### src/design/ctrl_word_pkg.sv
// Shared constants and types for the converter control word link
package ctrl_word_pkg;

    ////////////////////////////////////////////////////////////////////////
    // Word layout
    localparam int WORD_BITS = 32;
    localparam int HALF_BITS = 16;
    localparam int UPPER_BITS = 8;
    localparam int PAIRS = 3;
    localparam int REF_CODE_W = 10;
    localparam logic [31:0] CW_RESET = 32'h0000_03FF;
    // Pair fields start at pair A
    localparam int POS_PAIR_EN = 29;
    localparam int POS_RANGE = 26;
    localparam int POS_SRC_ON = 25;
    localparam int POS_BUF_DIS = 24;
    localparam int POS_SEQ = 23;
    localparam int POS_DOZE = 22;
    localparam int POS_DONE_FN = 21;
    localparam int POS_DONE_POL = 20;
    localparam int POS_UNUSED_HI = 19;
    localparam int POS_REF_3V = 18;
    localparam int POS_READBACK = 17;
    localparam int POS_FULL_UPD = 16;
    localparam int POS_PD = 13;
    localparam int POS_UNUSED_LO = 12;
    localparam int POS_TB_SRC = 11;
    localparam int POS_TB_OUT = 10;
    localparam logic [31:0] UNUSED_MASK = 32'h0008_1000;
    localparam logic [31:0] HW_IGNORE_MASK = 32'hFF80_0C00;

    ////////////////////////////////////////////////////////////////////////
    // Timing
    localparam int CLK_MHZ = 200;
    localparam int SETTLE_MS = 10;
    localparam int SETTLE_CYCLES = SETTLE_MS * CLK_MHZ * 1000;
    localparam int HALF_CYCLES = 8;
    // Pin idle levels: cs_n, wr_n, sclk, fs_n high
    localparam logic [22:0] PIN_IDLE = 23'h1E_0000;

    ////////////////////////////////////////////////////////////////////////
    // Controller registers
    localparam logic [7:0] OFF_CMD = 8'h00;
    localparam logic [7:0] OFF_CTRL = 8'h04;
    localparam logic [7:0] OFF_STAT = 8'h08;
    localparam logic [7:0] OFF_READ = 8'h0C;
    localparam int CTRL_GO = 0;
    localparam int CTRL_SERIAL = 1;
    localparam int CTRL_SW_MODE = 2;
    localparam int STAT_BUSY = 0;
    localparam int STAT_DONE = 1;
    localparam logic [1:0] CTRL_RESET = 2'h2;

    typedef enum logic [2:0] {
        ST_IDLE = 3'b000,
        ST_SETUP = 3'b001,
        ST_ACT = 3'b011,
        ST_REL = 3'b010,
        ST_END = 3'b110
    } host_state_t;

endpackage : ctrl_word_pkg

### src/design/ctrl_word_link.sv
// Pin-level link between the converter control word and its controller
`timescale 1ns/1ps
interface ctrl_word_link;
    logic config_source_pin;
    logic interface_serial;
    logic cs_n;
    logic wr_n;
    logic [15:0] par_data;
    logic sclk;
    logic fs_n;
    logic sdi;
    logic serial_result_out;

    modport device (
        input config_source_pin,
        input interface_serial,
        input cs_n,
        input wr_n,
        input par_data,
        input sclk,
        input fs_n,
        input sdi,
        output serial_result_out
    );

    modport host (
        output config_source_pin,
        output interface_serial,
        output cs_n,
        output wr_n,
        output par_data,
        output sclk,
        output fs_n,
        output sdi,
        input serial_result_out
    );
endinterface : ctrl_word_link

### src/design/adc_control_word_register.sv
// Converter control word: device end of the parallel/serial link
`timescale 1ns/1ps
module adc_control_word_register
    import ctrl_word_pkg::*;
#(
    parameter int SETTLE_COUNT = SETTLE_CYCLES
) (
    // Clock and reset
    input wire logic pclk,
    input wire logic presetn,
    // Link to the controller
    ctrl_word_link.device link,
    // Conversion data for serial readout
    input wire logic [31:0] result_word,
    // Stored word
    output logic [31:0] control_word,
    // Decoded settings in force
    output logic [2:0] pair_enable,
    output logic [2:0] pair_range_double,
    output logic internal_source_on,
    output logic reference_buffer_disable,
    output logic interleaved_start_enable,
    output logic auto_doze_enable,
    output logic done_interrupt_mode,
    output logic done_polarity_invert,
    output logic reference_3v_select,
    output logic readback_enable,
    output logic full_word_update_enable,
    output logic [2:0] pair_power_down,
    output logic conversion_timebase_source,
    output logic timebase_output_enable,
    output logic [9:0] reference_level_code,
    output logic [2:0] pair_settled
);

    localparam int PW = 23;
    localparam int CW = $clog2(SETTLE_COUNT + 1);

    ////////////////////////////////////////////////////////////////////////
    // Pin synchronisers
    wire logic [PW-1:0] pin_raw = {
        link.config_source_pin,
        link.interface_serial,
        link.cs_n,
        link.wr_n,
        link.sclk,
        link.fs_n,
        link.sdi,
        link.par_data
    };
    logic [PW-1:0] sync1_reg;
    logic [PW-1:0] sync2_reg;
    logic [PW-1:0] prev_reg;

    always_ff @(posedge pclk or negedge presetn) begin
        if (!presetn) begin
            sync1_reg <= PIN_IDLE;
            sync2_reg <= PIN_IDLE;
            prev_reg <= PIN_IDLE;
        end else begin
            sync1_reg <= pin_raw;
            sync2_reg <= sync1_reg;
            prev_reg <= sync2_reg;
        end
    end

    wire logic sw_mode = sync2_reg[22];
    wire logic ser_mode = sync2_reg[21];
    wire logic cs_n_s = sync2_reg[20];
    wire logic wr_n_s = sync2_reg[19];
    wire logic sclk_s = sync2_reg[18];
    wire logic fs_n_s = sync2_reg[17];
    wire logic sdi_s = sync2_reg[16];
    wire logic [15:0] data_s = sync2_reg[15:0];

    wire logic wr_rise = wr_n_s & ~prev_reg[19];
    wire logic sclk_fall = ~sclk_s & prev_reg[18];
    wire logic fs_fall = ~fs_n_s & prev_reg[17];

    ////////////////////////////////////////////////////////////////////////
    // Parallel path: upper half then lower half, one strobe each
    logic [31:0] word_reg;
    logic [31:0] word_next;
    logic [15:0] hold_reg;
    logic half_reg;

    wire logic par_strobe = ~ser_mode & ~cs_n_s & wr_rise;
    wire logic par_commit = par_strobe & half_reg;
    wire logic [31:0] par_word = {hold_reg, data_s};

    always_ff @(posedge pclk or negedge presetn) begin
        if (!presetn) begin
            hold_reg <= 16'h0000;
            half_reg <= 1'b0;
        end else if (cs_n_s) begin
            half_reg <= 1'b0;
        end else if (par_strobe) begin
            hold_reg <= data_s;
            half_reg <= ~half_reg;
        end
    end

    ////////////////////////////////////////////////////////////////////////
    // Serial path
    logic [4:0] bit_cnt_reg;
    logic [31:0] in_reg;
    logic [31:0] out_reg;

    wire logic ser_fall = ser_mode & ~fs_n_s & sclk_fall;
    wire logic [31:0] in_next = {in_reg[30:0], sdi_s};
    wire logic ser_commit = ser_fall & (bit_cnt_reg == 5'h1F);
    wire logic [31:0] ser_word = word_reg[POS_FULL_UPD] ?
        in_next : {in_next[31:24], word_reg[23:0]};

    always_ff @(posedge pclk or negedge presetn) begin
        if (!presetn) begin
            bit_cnt_reg <= 5'h00;
            in_reg <= 32'h0000_0000;
        end else if (fs_n_s) begin
            bit_cnt_reg <= 5'h00;
        end else if (ser_fall) begin
            bit_cnt_reg <= bit_cnt_reg + 5'h01;
            in_reg <= in_next;
        end
    end

    wire logic [31:0] out_load = word_reg[POS_READBACK] ? word_reg : result_word;

    always_ff @(posedge pclk or negedge presetn) begin
        if (!presetn) begin
            out_reg <= 32'h0000_0000;
        end else if (ser_mode && fs_fall) begin
            out_reg <= out_load;
        end else if (ser_fall) begin
            out_reg <= {out_reg[30:0], 1'b0};
        end
    end

    assign link.serial_result_out = out_reg[31];

    ////////////////////////////////////////////////////////////////////////
    // Stored word
    // no change in hardware mode
    wire logic commit = sw_mode & (par_commit | ser_commit);
    wire logic [31:0] commit_word = ser_mode ? ser_word : par_word;

    always_comb begin
        word_next = word_reg;
        if (commit) begin
            word_next = commit_word & ~UNUSED_MASK;
        end
    end

    always_ff @(posedge pclk or negedge presetn) begin
        if (!presetn) begin
            word_reg <= CW_RESET;
        end else begin
            word_reg <= word_next;
        end
    end

    assign control_word = word_reg;

    ////////////////////////////////////////////////////////////////////////
    // Settings in force
    // software-only fields drop out
    wire logic [31:0] eff = sw_mode ? word_reg : (word_reg & ~HW_IGNORE_MASK);

    assign pair_enable = eff[POS_PAIR_EN +: PAIRS];
    assign pair_range_double = eff[POS_RANGE +: PAIRS];
    assign internal_source_on = eff[POS_SRC_ON];
    assign reference_buffer_disable = eff[POS_BUF_DIS];
    assign interleaved_start_enable = eff[POS_SEQ];
    assign auto_doze_enable = eff[POS_DOZE];
    assign done_interrupt_mode = eff[POS_DONE_FN];
    assign done_polarity_invert = eff[POS_DONE_POL];
    assign reference_3v_select = eff[POS_REF_3V];
    assign readback_enable = eff[POS_READBACK];
    assign full_word_update_enable = eff[POS_FULL_UPD];
    assign pair_power_down = eff[POS_PD +: PAIRS];
    assign conversion_timebase_source = eff[POS_TB_SRC];
    assign timebase_output_enable = eff[POS_TB_OUT];
    assign reference_level_code = eff[REF_CODE_W-1:0];

    ////////////////////////////////////////////////////////////////////////
    // Settling after power-down; the count restarts while the bit is set
    genvar gi;
    generate
        for (gi = 0; gi < PAIRS; gi++) begin : g_settle
            logic [CW-1:0] cnt_reg;
            logic ready_reg;
            wire logic pd = word_reg[POS_PD + gi];

            always_ff @(posedge pclk or negedge presetn) begin
                if (!presetn) begin
                    cnt_reg <= '0;
                    ready_reg <= 1'b1;
                end else if (pd) begin
                    cnt_reg <= CW'(SETTLE_COUNT);
                    ready_reg <= 1'b0;
                end else if (cnt_reg != '0) begin
                    cnt_reg <= cnt_reg - CW'(1);
                    ready_reg <= (cnt_reg == CW'(1));
                end
            end

            assign pair_settled[gi] = ready_reg;
        end
    endgenerate

endmodule : adc_control_word_register

### src/flat_wrapper.sv
// flat-port wrapper written by rule: the top's interface ports become plain ports
module adc_control_word_register_flat import ctrl_word_pkg::*;
#(
    parameter int SETTLE_COUNT = SETTLE_CYCLES
)
  (pclk, presetn, result_word, control_word, pair_enable, pair_range_double, internal_source_on, reference_buffer_disable, interleaved_start_enable, auto_doze_enable, done_interrupt_mode, done_polarity_invert, reference_3v_select, readback_enable, full_word_update_enable, pair_power_down, conversion_timebase_source, timebase_output_enable, reference_level_code, pair_settled, link_config_source_pin, link_interface_serial, link_cs_n, link_wr_n, link_par_data, link_sclk, link_fs_n, link_sdi, link_serial_result_out);
  ctrl_word_link link_i ();
  input wire logic pclk;
  input wire logic presetn;
  input wire logic [31:0] result_word;
  output logic [31:0] control_word;
  output logic [2:0] pair_enable;
  output logic [2:0] pair_range_double;
  output logic internal_source_on;
  output logic reference_buffer_disable;
  output logic interleaved_start_enable;
  output logic auto_doze_enable;
  output logic done_interrupt_mode;
  output logic done_polarity_invert;
  output logic reference_3v_select;
  output logic readback_enable;
  output logic full_word_update_enable;
  output logic [2:0] pair_power_down;
  output logic conversion_timebase_source;
  output logic timebase_output_enable;
  output logic [9:0] reference_level_code;
  output logic [2:0] pair_settled;
  input wire logic [$bits(link_i.config_source_pin)-1:0] link_config_source_pin;
  input wire logic [$bits(link_i.interface_serial)-1:0] link_interface_serial;
  input wire logic [$bits(link_i.cs_n)-1:0] link_cs_n;
  input wire logic [$bits(link_i.wr_n)-1:0] link_wr_n;
  input wire logic [$bits(link_i.par_data)-1:0] link_par_data;
  input wire logic [$bits(link_i.sclk)-1:0] link_sclk;
  input wire logic [$bits(link_i.fs_n)-1:0] link_fs_n;
  input wire logic [$bits(link_i.sdi)-1:0] link_sdi;
  output wire logic [$bits(link_i.serial_result_out)-1:0] link_serial_result_out;
  assign link_i.config_source_pin = link_config_source_pin;
  assign link_i.interface_serial = link_interface_serial;
  assign link_i.cs_n = link_cs_n;
  assign link_i.wr_n = link_wr_n;
  assign link_i.par_data = link_par_data;
  assign link_i.sclk = link_sclk;
  assign link_i.fs_n = link_fs_n;
  assign link_i.sdi = link_sdi;
  assign link_serial_result_out = link_i.serial_result_out;
  adc_control_word_register #(.SETTLE_COUNT(SETTLE_COUNT)) u_core (.pclk(pclk), .presetn(presetn), .link(link_i), .result_word(result_word), .control_word(control_word), .pair_enable(pair_enable), .pair_range_double(pair_range_double), .internal_source_on(internal_source_on), .reference_buffer_disable(reference_buffer_disable), .interleaved_start_enable(interleaved_start_enable), .auto_doze_enable(auto_doze_enable), .done_interrupt_mode(done_interrupt_mode), .done_polarity_invert(done_polarity_invert), .reference_3v_select(reference_3v_select), .readback_enable(readback_enable), .full_word_update_enable(full_word_update_enable), .pair_power_down(pair_power_down), .conversion_timebase_source(conversion_timebase_source), .timebase_output_enable(timebase_output_enable), .reference_level_code(reference_level_code), .pair_settled(pair_settled));
endmodule
### config.mk
export PLATFORM = sky130hd
export DESIGN_NAME = adc_control_word_register_flat
export DESIGN_NICKNAME = d
export VERILOG_FILES = /design/src/design/ctrl_word_pkg.sv /design/src/design/ctrl_word_link.sv /design/src/design/adc_control_word_register.sv /design/src/flat_wrapper.sv
export SDC_FILE = /design/constraint.sdc
export NUM_CORES = 1
export LEC_CHECK = 0
export BUFFER_PORTS_ARGS = -buffer_cell sky130_fd_sc_hd__buf_2
export CORE_ASPECT_RATIO = 0.6
export CORE_MARGIN = 2
export CORE_UTILIZATION = 60
export CTS_BUF_LIST = sky130_fd_sc_hd__clkbuf_8
export CTS_CLUSTER_DIAMETER = 120
export DETAILED_ROUTE_END_ITERATION = 8
export PLACE_DENSITY = 0.89
export SLEW_MARGIN = 0
export SYNTH_ARGS = -nofsm -noshare
export SYNTH_HDL_FRONTEND = slang
export SYNTH_SLANG_ARGS = --single-unit
export TNS_END_PERCENT = 5
### constraint.sdc
create_clock -name pclk -period 2.5 [get_ports pclk]
set_clock_uncertainty 0.05 [all_clocks]
set_input_delay 0.75 -clock pclk [delete_from_list [all_inputs] [get_ports pclk]]
set_output_delay 0.75 -clock pclk [all_outputs]
set_load 0.03 [all_outputs]
Yosys cells after proc, flatten, opt, wreduce, memory -nomap -nowiden
Index checks and enable logic that the tools add are counted.
{"block": "word_totals", "reg_bits": 247, "in_bits": 57, "elab_cells": 77}
{"block": "op_classes", "add_sub_neg": 4, "eq_ne": 5, "muxes": 22, "bitwise_logic": 17, "reduce_logical": 13}
{"operator": "$mux 32", "count": 5}
{"operator": "$mux 21", "count": 6}
{"operator": "$eq 21x1->1 const B", "count": 3}
{"operator": "$reduce_bool 21->1", "count": 3}
{"operator": "$sub 21x1->21 const B", "count": 3}
{"operator": "$mux 24", "count": 1}
{"operator": "$reduce_bool 2->1", "count": 6}
{"operator": "$and 1x1->1", "count": 10}
{"operator": "$mux 5", "count": 2}
{"operator": "$mux 1", "count": 8}
{"operator": "$not 1->1", "count": 6}
{"operator": "$reduce_and 2->1", "count": 3}
{"operator": "$add 5x1->5 const B", "count": 1}
{"operator": "$eq 5x5->1 const B", "count": 1}
{"operator": "$ne 2x2->1 const B", "count": 1}
{"operator": "$logic_and 1x1->1", "count": 1}
{"operator": "$or 1x1->1", "count": 1}

Depth between registers and ports, before layout
Gate-level depths: netlist of the first run.
{"block": "logic_depth", "ltp_word": 7, "mapped_depth": 9}

Least setup slack after synthesis of the first run
Ideal clock, no wire load.
{"block": "synth_timing", "path_type": "flip-flop to flip-flop", "start": "register u_core.g_settle[0].cnt_reg[0]", "end": "register u_core.g_settle[0].cnt_reg[7]", "arrival_time_ns": 1.973, "required_time_ns": 2.309, "path_slack_ns": 0.336, "path_stages_with_launch": 9, "path_buffers": 1, "synth_period_minus_slack_ns": 2.164, "path_cell_list": "dfrtp_1 -> inv_1 -> ha_1 -> or3b_2 -> nor3_1 -> buf_2 -> a21boi_0 -> a211oi_1 -> a31oi_1"}
{"block": "synth_between", "elab_chain_len": 3}
{"element": "start, declared", "line_no": "adc_control_word_register.sv:190", "rtl": "logic [CW-1:0] cnt_reg;"}
{"element": "start signal, assigned", "line_no": "adc_control_word_register.sv:199", "rtl": "cnt_reg <= CW'(SETTLE_COUNT);"}
{"element": "start signal, assigned", "line_no": "adc_control_word_register.sv:202", "rtl": "cnt_reg <= cnt_reg - CW'(1);"}
{"element": "$sub 21x1->21", "line_no": "adc_control_word_register.sv:202"}
{"element": "$mux 21", "line_no": "adc_control_word_register.sv:201", "rtl": "end else if (cnt_reg != '0) begin"}
{"element": "$mux 21", "line_no": "adc_control_word_register.sv:198", "rtl": "end else if (pd) begin"}
Several ways; a longest one is shown, not always the timed one. The select of a mux whose other input is x is not followed.
A chain may end at the register's enable or synchronous reset.

Worst setup path after layout of the first run
{"block": "layout_timing", "start": "register u_core.word_reg[17] (netlist: u_core.control_word[17])", "end": "output port control_word[17]"}
{"element": "start, declared", "line_no": "adc_control_word_register.sv:82", "rtl": "logic [31:0] word_reg;"}
{"element": "start signal, assigned", "line_no": "adc_control_word_register.sv:158", "rtl": "word_reg <= word_next;"}
{"element": "end, declared", "line_no": "flat_wrapper.sv:11", "rtl": "output logic [31:0] control_word;"}
No word-level cell between the ends.

==> results of run 1 <==
-- placed cells by master, fill, tap and decap left out, drive strengths merged, types with 3 or more instances in the layout --
cell | Yosys | layout
nor3 | 21 | 21
mux2i | 18 | 18
nand3 | 9 | 9
xnor2 | 32 | 32
clkinv | 1 | 8
nand2 | 182 | 182
nand4 | 4 | 4
buf | 32 | 147
o21ai | 22 | 22
inv | 9 | 13
xor2 | 7 | 7
or3 | 21 | 21
or2 | 5 | 5
mux2 | 17 | 17
nand2b | 11 | 11
a31oi | 31 | 31
nor4 | 17 | 17
nor2 | 55 | 55
clkbuf | 45 | 46
a211oi | 34 | 34
o211ai | 4 | 4
and2 | 29 | 29
ha | 11 | 11
dfstp | 24 | 24
o41ai | 3 | 3
a221o | 20 | 20
o31ai | 5 | 5
a21oi | 19 | 19
or4 | 13 | 13
a32o | 19 | 19
nor2b | 23 | 23
dfrtp | 205 | 205
-- worst min-delay path by stage --
stage,startpoint,to,depth (start not counted)
finish,presetn,u_core.g_settle[2].cnt_reg[2],1
global placement,u_core.sync1_reg[2],u_core.sync2_reg[2],0
detailed placement,u_core.sync1_reg[4],u_core.sync2_reg[4],0
CTS,presetn,u_core.g_settle[2].cnt_reg[2],1
global route,presetn,u_core.g_settle[2].cnt_reg[2],1
floorplan,u_core.sync1_reg[0],u_core.sync2_reg[0],0
-- metal layers --
metal  wire length [um]  up-vias
met2              10600      476
met5                  0        -
met4                420        0
li1                   -     3608
met1              12100     3973
met3               2600       46
-- cell type report --
type,instances,area [um2]
fillers,1160,4680
repair buffers,147,876
flip-flops and latches,229,5760
clock inverters,15,125
well taps,228,285
inverters,10,37.5
multi-input cells,656,4090
clock buffers,46,633
-- stage by stage --
stage / hold WS, ns / worst slack [ns] / power (W) / std cells
5_1_grt: 0.111 / 0.0159 / 0.00913 / 1331
3_5_place_dp: 0.285 / 0.0894 / 0.00547 / 1270
6_report: 0.101 / 0.169 / 0.00875 / 1331
2_1_floorplan: 0.281 / 0.336 / 0.00504 / 973
3_3_place_gp: 0.283 / 0.195 / 0.00537 / 1270
4_1_cts: 0.105 / 0.0542 / 0.00878 / 1331
-- worst reg2reg max path, delay by kind of cell (launching register included) --
family / cells / cell delay, ns
AND/OR/NAND/NOR: 3 / 0.83
flip-flops: 1 / 0.39
adder cells (fa/ha/maj): 2 / 0.35
AO/OA/AOI/OAI: 2 / 0.32
buffers and inverters: 1 / 0.31
-- logic make-up after synthesis --
family	count (synthesis)	share of synthesized area, %
buffers and inverters	88	4.37
muxes	35	3.62
AOI/OAI and AO/OA	169	12.1
adders and majority gates	11	1.34
and+or+nand+nor	400	19.1
xor gates and xnor gates	39	3.33
DFF	229	56.1
other	1	0.0365
-- repair_timing --
item                                   CTS  global route
endpoints found under the hold margin    0             0
setup endpoints to repair                0            19
resized for setup                        0             3
-- power groups by stage --
stage | Combinational (W) | Sequential [W] | Clock, W
2_1_floorplan | 0.000670 | 0.00438 | 0
3_3_place_gp | 0.000943 | 0.00443 | 0
3_5_place_dp | 0.00102 | 0.00445 | 0
4_1_cts | 0.00103 | 0.00439 | 0.00336
5_1_grt | 0.00115 | 0.00445 | 0.00352
6_report | 0.00103 | 0.00441 | 0.00332
==> impl_metrics.tcl, run 1 <==
set metrics [dict create \
    layout_min_cycle_time_ns 2.33 \
    p_clk_share_pct 37.9 \
    rsz0062_at_grt "false" \
    vdd.ir_drop.worst_mv 0.576 \
    startpoint_type "flip-flop" \
    p_int_w 0.00641 \
    critPathLaunch "u_core.control_word[17]" \
    num_io_pins 123 \
    rr_worst_depth 8 \
    wl_um 25700 \
    grt_pass1_wl_um 42100 \
    num_vias 8103 \
    postSynthCellCount 972 \
    r2r_end "u_core.control_word[10]" \
    htree_levels 2 \
    finalHoldViolCount 0 \
    fin_util_pct 71.6 \
    synth-main-ff-cell "dfrtp_1" \
    max_cap_viol_count 0 \
    fmax_mhz 429 \
    vias_per_cell 6.09 \
    grt_usage_pct 28.9 \
    cts_tree "done" \
    fin_setup_tns_ns 0 \
    synthTopCellsByCount "dfrtp_1, nand2_1, nor2_1" \
    grt_overflow 0 \
    grt_start_max_net_pins 65 \
    slew_headroom_pct 49.3 \
    setup_viol 0 \
    p_per_area_nw_per_um2 741 \
    synth_edf_count 0 \
    syn_area_um2 10300 \
    largest_reg_flops 63 \
    combPwrFrac_pct 11.8 \
    core_area_um2 16500 \
    p_leak_nw 5.23 \
    crit_type "flip-flop to primary output" \
    reg2reg_slack_ns 0.18 \
    place_area_um2 11000 \
    finalMaxSlewViolations 0 \
    cpLargestDelayFamily "flip-flops" \
    die_h_um 105 \
    end_kind "primary output" \
    dp_hpwl_um 17400 \
    synth_area_leaders "dfrtp_1, nand2_1, dfstp_2" \
    cp_num_buf_inv 1 \
    max_stage_delay_ns 0.72 \
    drive_above_1_share_pct 24.2 \
    cts_buffers 34 \
    antenna_cells 0 \
    routedWlPerCell_um 19.3 \
    yosysWarnings 0 \
    grt.busiest_layer "met1" \
    clock_sinks 229 \
    tightest_slew_ns 0.761 \
    synth_largest_area_cell "dfrtp_1" \
    ys_seq_area_share_pct 56.1 \
    p_seq_share_pct 50.4 \
    synth.distinct_cells 61 \
    clkTransAtPathRegs_ns 0.07 \
    first_global_vias 7809 \
    status "finished clean" \
    io_buffer_count 120 \
    synth_async_sr_flop_share_pct 100 \
    use_met2_pct 38.9 \
    postCtsHoldBufs 0 \
    gp_congestion 0.876 \
    critPathMaxFanout 15 \
    drt-pass1-iter-count 5 \
    power_switching_w 0.00235 \
    slowest_stage "dfrtp_1" \
    min_path_type "input port to async pin" \
    use_met1_pct 46.4 \
    ys_seq_elements 229 \
    avgSynthCellArea_um2 10.6 \
    final_cell_area_um2 11800 \
    antenna_found_initial 1 \
    regToRegStartpoint "u_core.bit_cnt_reg[0]" \
    crit_arrival_ns 1.53 \
    syn_to_final_growth_pct 15.0 \
    drt_iter0_drc 1036 \
    die_area_um2 18200 \
    die_w_um 173 \
    period_share_pct 93.2 \
    synth_most_common_cell "dfrtp_1" \
    drcViolationCount 0 \
    met3_usage_pct 7.00 \
    final_nets 1146 \
    postRouteAntennaNets 0 \
    switching_share_pct 26.8 \
    root_buffer "clkbuf_8" \
    critical_path_cell_count 1 \
    start_util_pct 62.3 \
    cp-endpoint "control_word[17]" \
    rows 36 \
    clk_path_buf_depth 3 \
    yosysTopAreaCellShare_pct 49.9 \
    crit_required_ns 1.70 \
    clkLatencyLatePin_ns 0.51 \
    post-cts-setup-buffer-count 0 \
    cp_cell_sequence "buf_2" \
]
(Power assumes the default switching activity.)
==> run 2, diff against run 1 <==
--- a/config.mk
+++ b/config.mk
@@ -5,7 +5,7 @@
 export SDC_FILE = /design/constraint.sdc
 export NUM_CORES = 1
 export LEC_CHECK = 0
-export BUFFER_PORTS_ARGS = -buffer_cell sky130_fd_sc_hd__buf_2
+export BUFFER_PORTS_ARGS = -buffer_cell sky130_fd_sc_hd__clkbuf_2
 export CORE_ASPECT_RATIO = 0.6
 export CORE_MARGIN = 2
 export CORE_UTILIZATION = 60
==> run 2 against run 1 <==
- clock power down 5%
- register-to-register slack improved by 0.02 ns
- final area shrank 0.27%
- power is 2.2% lower
- worst setup slack worse by 0.051 ns
- via count decreased by 2.3%
- non-clock buffer count rose by 1
- sequential share of layout area increased by 0.12 points
- global-route usage down 0.55 points
==> impl_metrics.tcl, run 2 (synthesized netlist as in run 1, its figures left out) <==
set metrics [dict create \
    status "finished clean" \
    tightest_slew_ns 0.677 \
    layout_min_cycle_time_ns 2.38 \
    first_global_vias 7859 \
    rr_worst_depth 5 \
    max_cap_viol_count 0 \
    combPwrFrac_pct 11.8 \
    gp_congestion 0.879 \
    fin_util_pct 71.4 \
    rsz0062_at_grt "false" \
    die_w_um 173 \
    p_seq_share_pct 51.3 \
    drt_iter0_drc 811 \
    largest_reg_flops 63 \
    crit_type "flip-flop to primary output" \
    cts_buffers 34 \
    grt_usage_pct 28.3 \
    root_buffer "clkbuf_8" \
    final_nets 1147 \
    dp_hpwl_um 17100 \
    post-cts-setup-buffer-count 0 \
    wl_um 25000 \
    final_cell_mix "dfrtp_1, nand2_1, clkbuf_2, nor2_1, clkbuf_8" \
    slew_headroom_pct 54.9 \
    p_int_w 0.00626 \
    startpoint_type "flip-flop" \
    min_path_type "input port to async pin" \
    crit_required_ns 1.70 \
    fmax_mhz 420 \
    htree_levels 2 \
    start_util_pct 62.3 \
    crit_arrival_ns 1.58 \
    io_buffer_count 120 \
    p_leak_nw 5.28 \
    rows 36 \
    die_h_um 105 \
    num_io_pins 123 \
    core_area_um2 16500 \
    finalMaxSlewViolations 0 \
    clock_sinks 229 \
    regToRegStartpoint "u_core.g_settle[1].cnt_reg[16]" \
    final_cell_area_um2 11800 \
    switching_share_pct 26.9 \
    power_switching_w 0.00231 \
    die_area_um2 18200 \
    grt_start_max_net_pins 65 \
    antenna_found_initial 0 \
    fin_setup_tns_ns 0 \
    num_vias 7915 \
    p_per_area_nw_per_um2 727 \
    clkTransAtPathRegs_ns 0.06 \
    p_clk_share_pct 36.9 \
    postRouteAntennaNets 0 \
    drt-pass1-iter-count 5 \
    critPathLaunch "u_core.sync2_reg[22]" \
    multi_input_area_um2 4090 \
    critPathMaxFanout 13 \
    place_area_um2 11100 \
    syn_to_final_growth_pct 14.7 \
    drive_above_1_share_pct 23.9 \
    end_kind "primary output" \
    drcViolationCount 0 \
    clk_path_buf_depth 3 \
    setup_viol 0 \
    finalHoldViolCount 0 \
    fillers 1189 \
    regArea_um2 5760 \
    grt_overflow 0 \
    antenna_cells 0 \
    final_common_cell "dfrtp_1" \
    vdd.ir_drop.worst_mv 0.349 \
    routedWlPerCell_um 18.7 \
    vias_per_cell 5.94 \
    cts_tree "done" \
    clkLatencyLatePin_ns 0.51 \
    period_share_pct 95.3 \
    grt_pass1_wl_um 41300 \
]
## run 2: layer usage
| layer | share of wire, % | GRT usage, % |
|---|---|---|
| met5 | 0 | 0 |
| met4 | 2.0 | 7.51 |
| met3 | 10 | 8.12 |
| met2 | 41 | 38.0 |
| met1 | 47 | 44.6 |
## run 2: power by group through the flow
stage | sequential [W] | combinational (W) | clock, W
6_report | 0.00440 | 0.00101 | 0.00316
3_3_place_gp | 0.00443 | 0.000943 | 0
3_5_place_dp | 0.00445 | 0.000998 | 0
2_1_floorplan | 0.00438 | 0.000670 | 0
5_1_grt | 0.00444 | 0.00114 | 0.00338
4_1_cts | 0.00439 | 0.00101 | 0.00321
## run 2: worst paths after layout
check / to / slack (ns)
worst min-delay path: u_core.g_settle[2].cnt_reg[8] / 0.09
min in group pclk: u_core.sync1_reg[18] / 0.27
max in group asynchronous: u_core.control_word[9] / 1.62
worst max register to register: u_core.g_settle[1].cnt_reg[1] / 0.20
worst min register to register: u_core.sync2_reg[4] / 0.30
worst max-delay path: interleaved_start_enable / 0.12
## run 2: final cells by class
type	count	area share, %
timing repair buffer	148	7.50
sequential	229	48.9
tap	228	2.42
clock buffer	48	5.61
multi-input combinational	656	34.7
clock inverter	14	0.552
inverter	10	0.319
## run 2: repair_timing
item / CTS / global route
gates resized for setup: 0 / 1
hold buffers: 0 / 0
endpoints found under the setup margin: 0 / 6
## run 2: worst max-delay path, cell delays in order (launching register included)
cell	delay, ns
dfrtp_1	0.65
and2_1	0.22
clkbuf_2	0.21
## run 2: through the flow
step	cells	hold WS [ns]	setup slack [ns]	power [W]
6_report	1333	0.0898	0.118	0.00857
5_1_grt	1333	0.0926	0.0299	0.00896
4_1_cts	1333	0.0826	0.0689	0.00861
3_5_place_dp	1271	0.286	0.0795	0.00544
3_3_place_gp	1271	0.285	0.159	0.00537
2_1_floorplan	973	0.281	0.336	0.00504
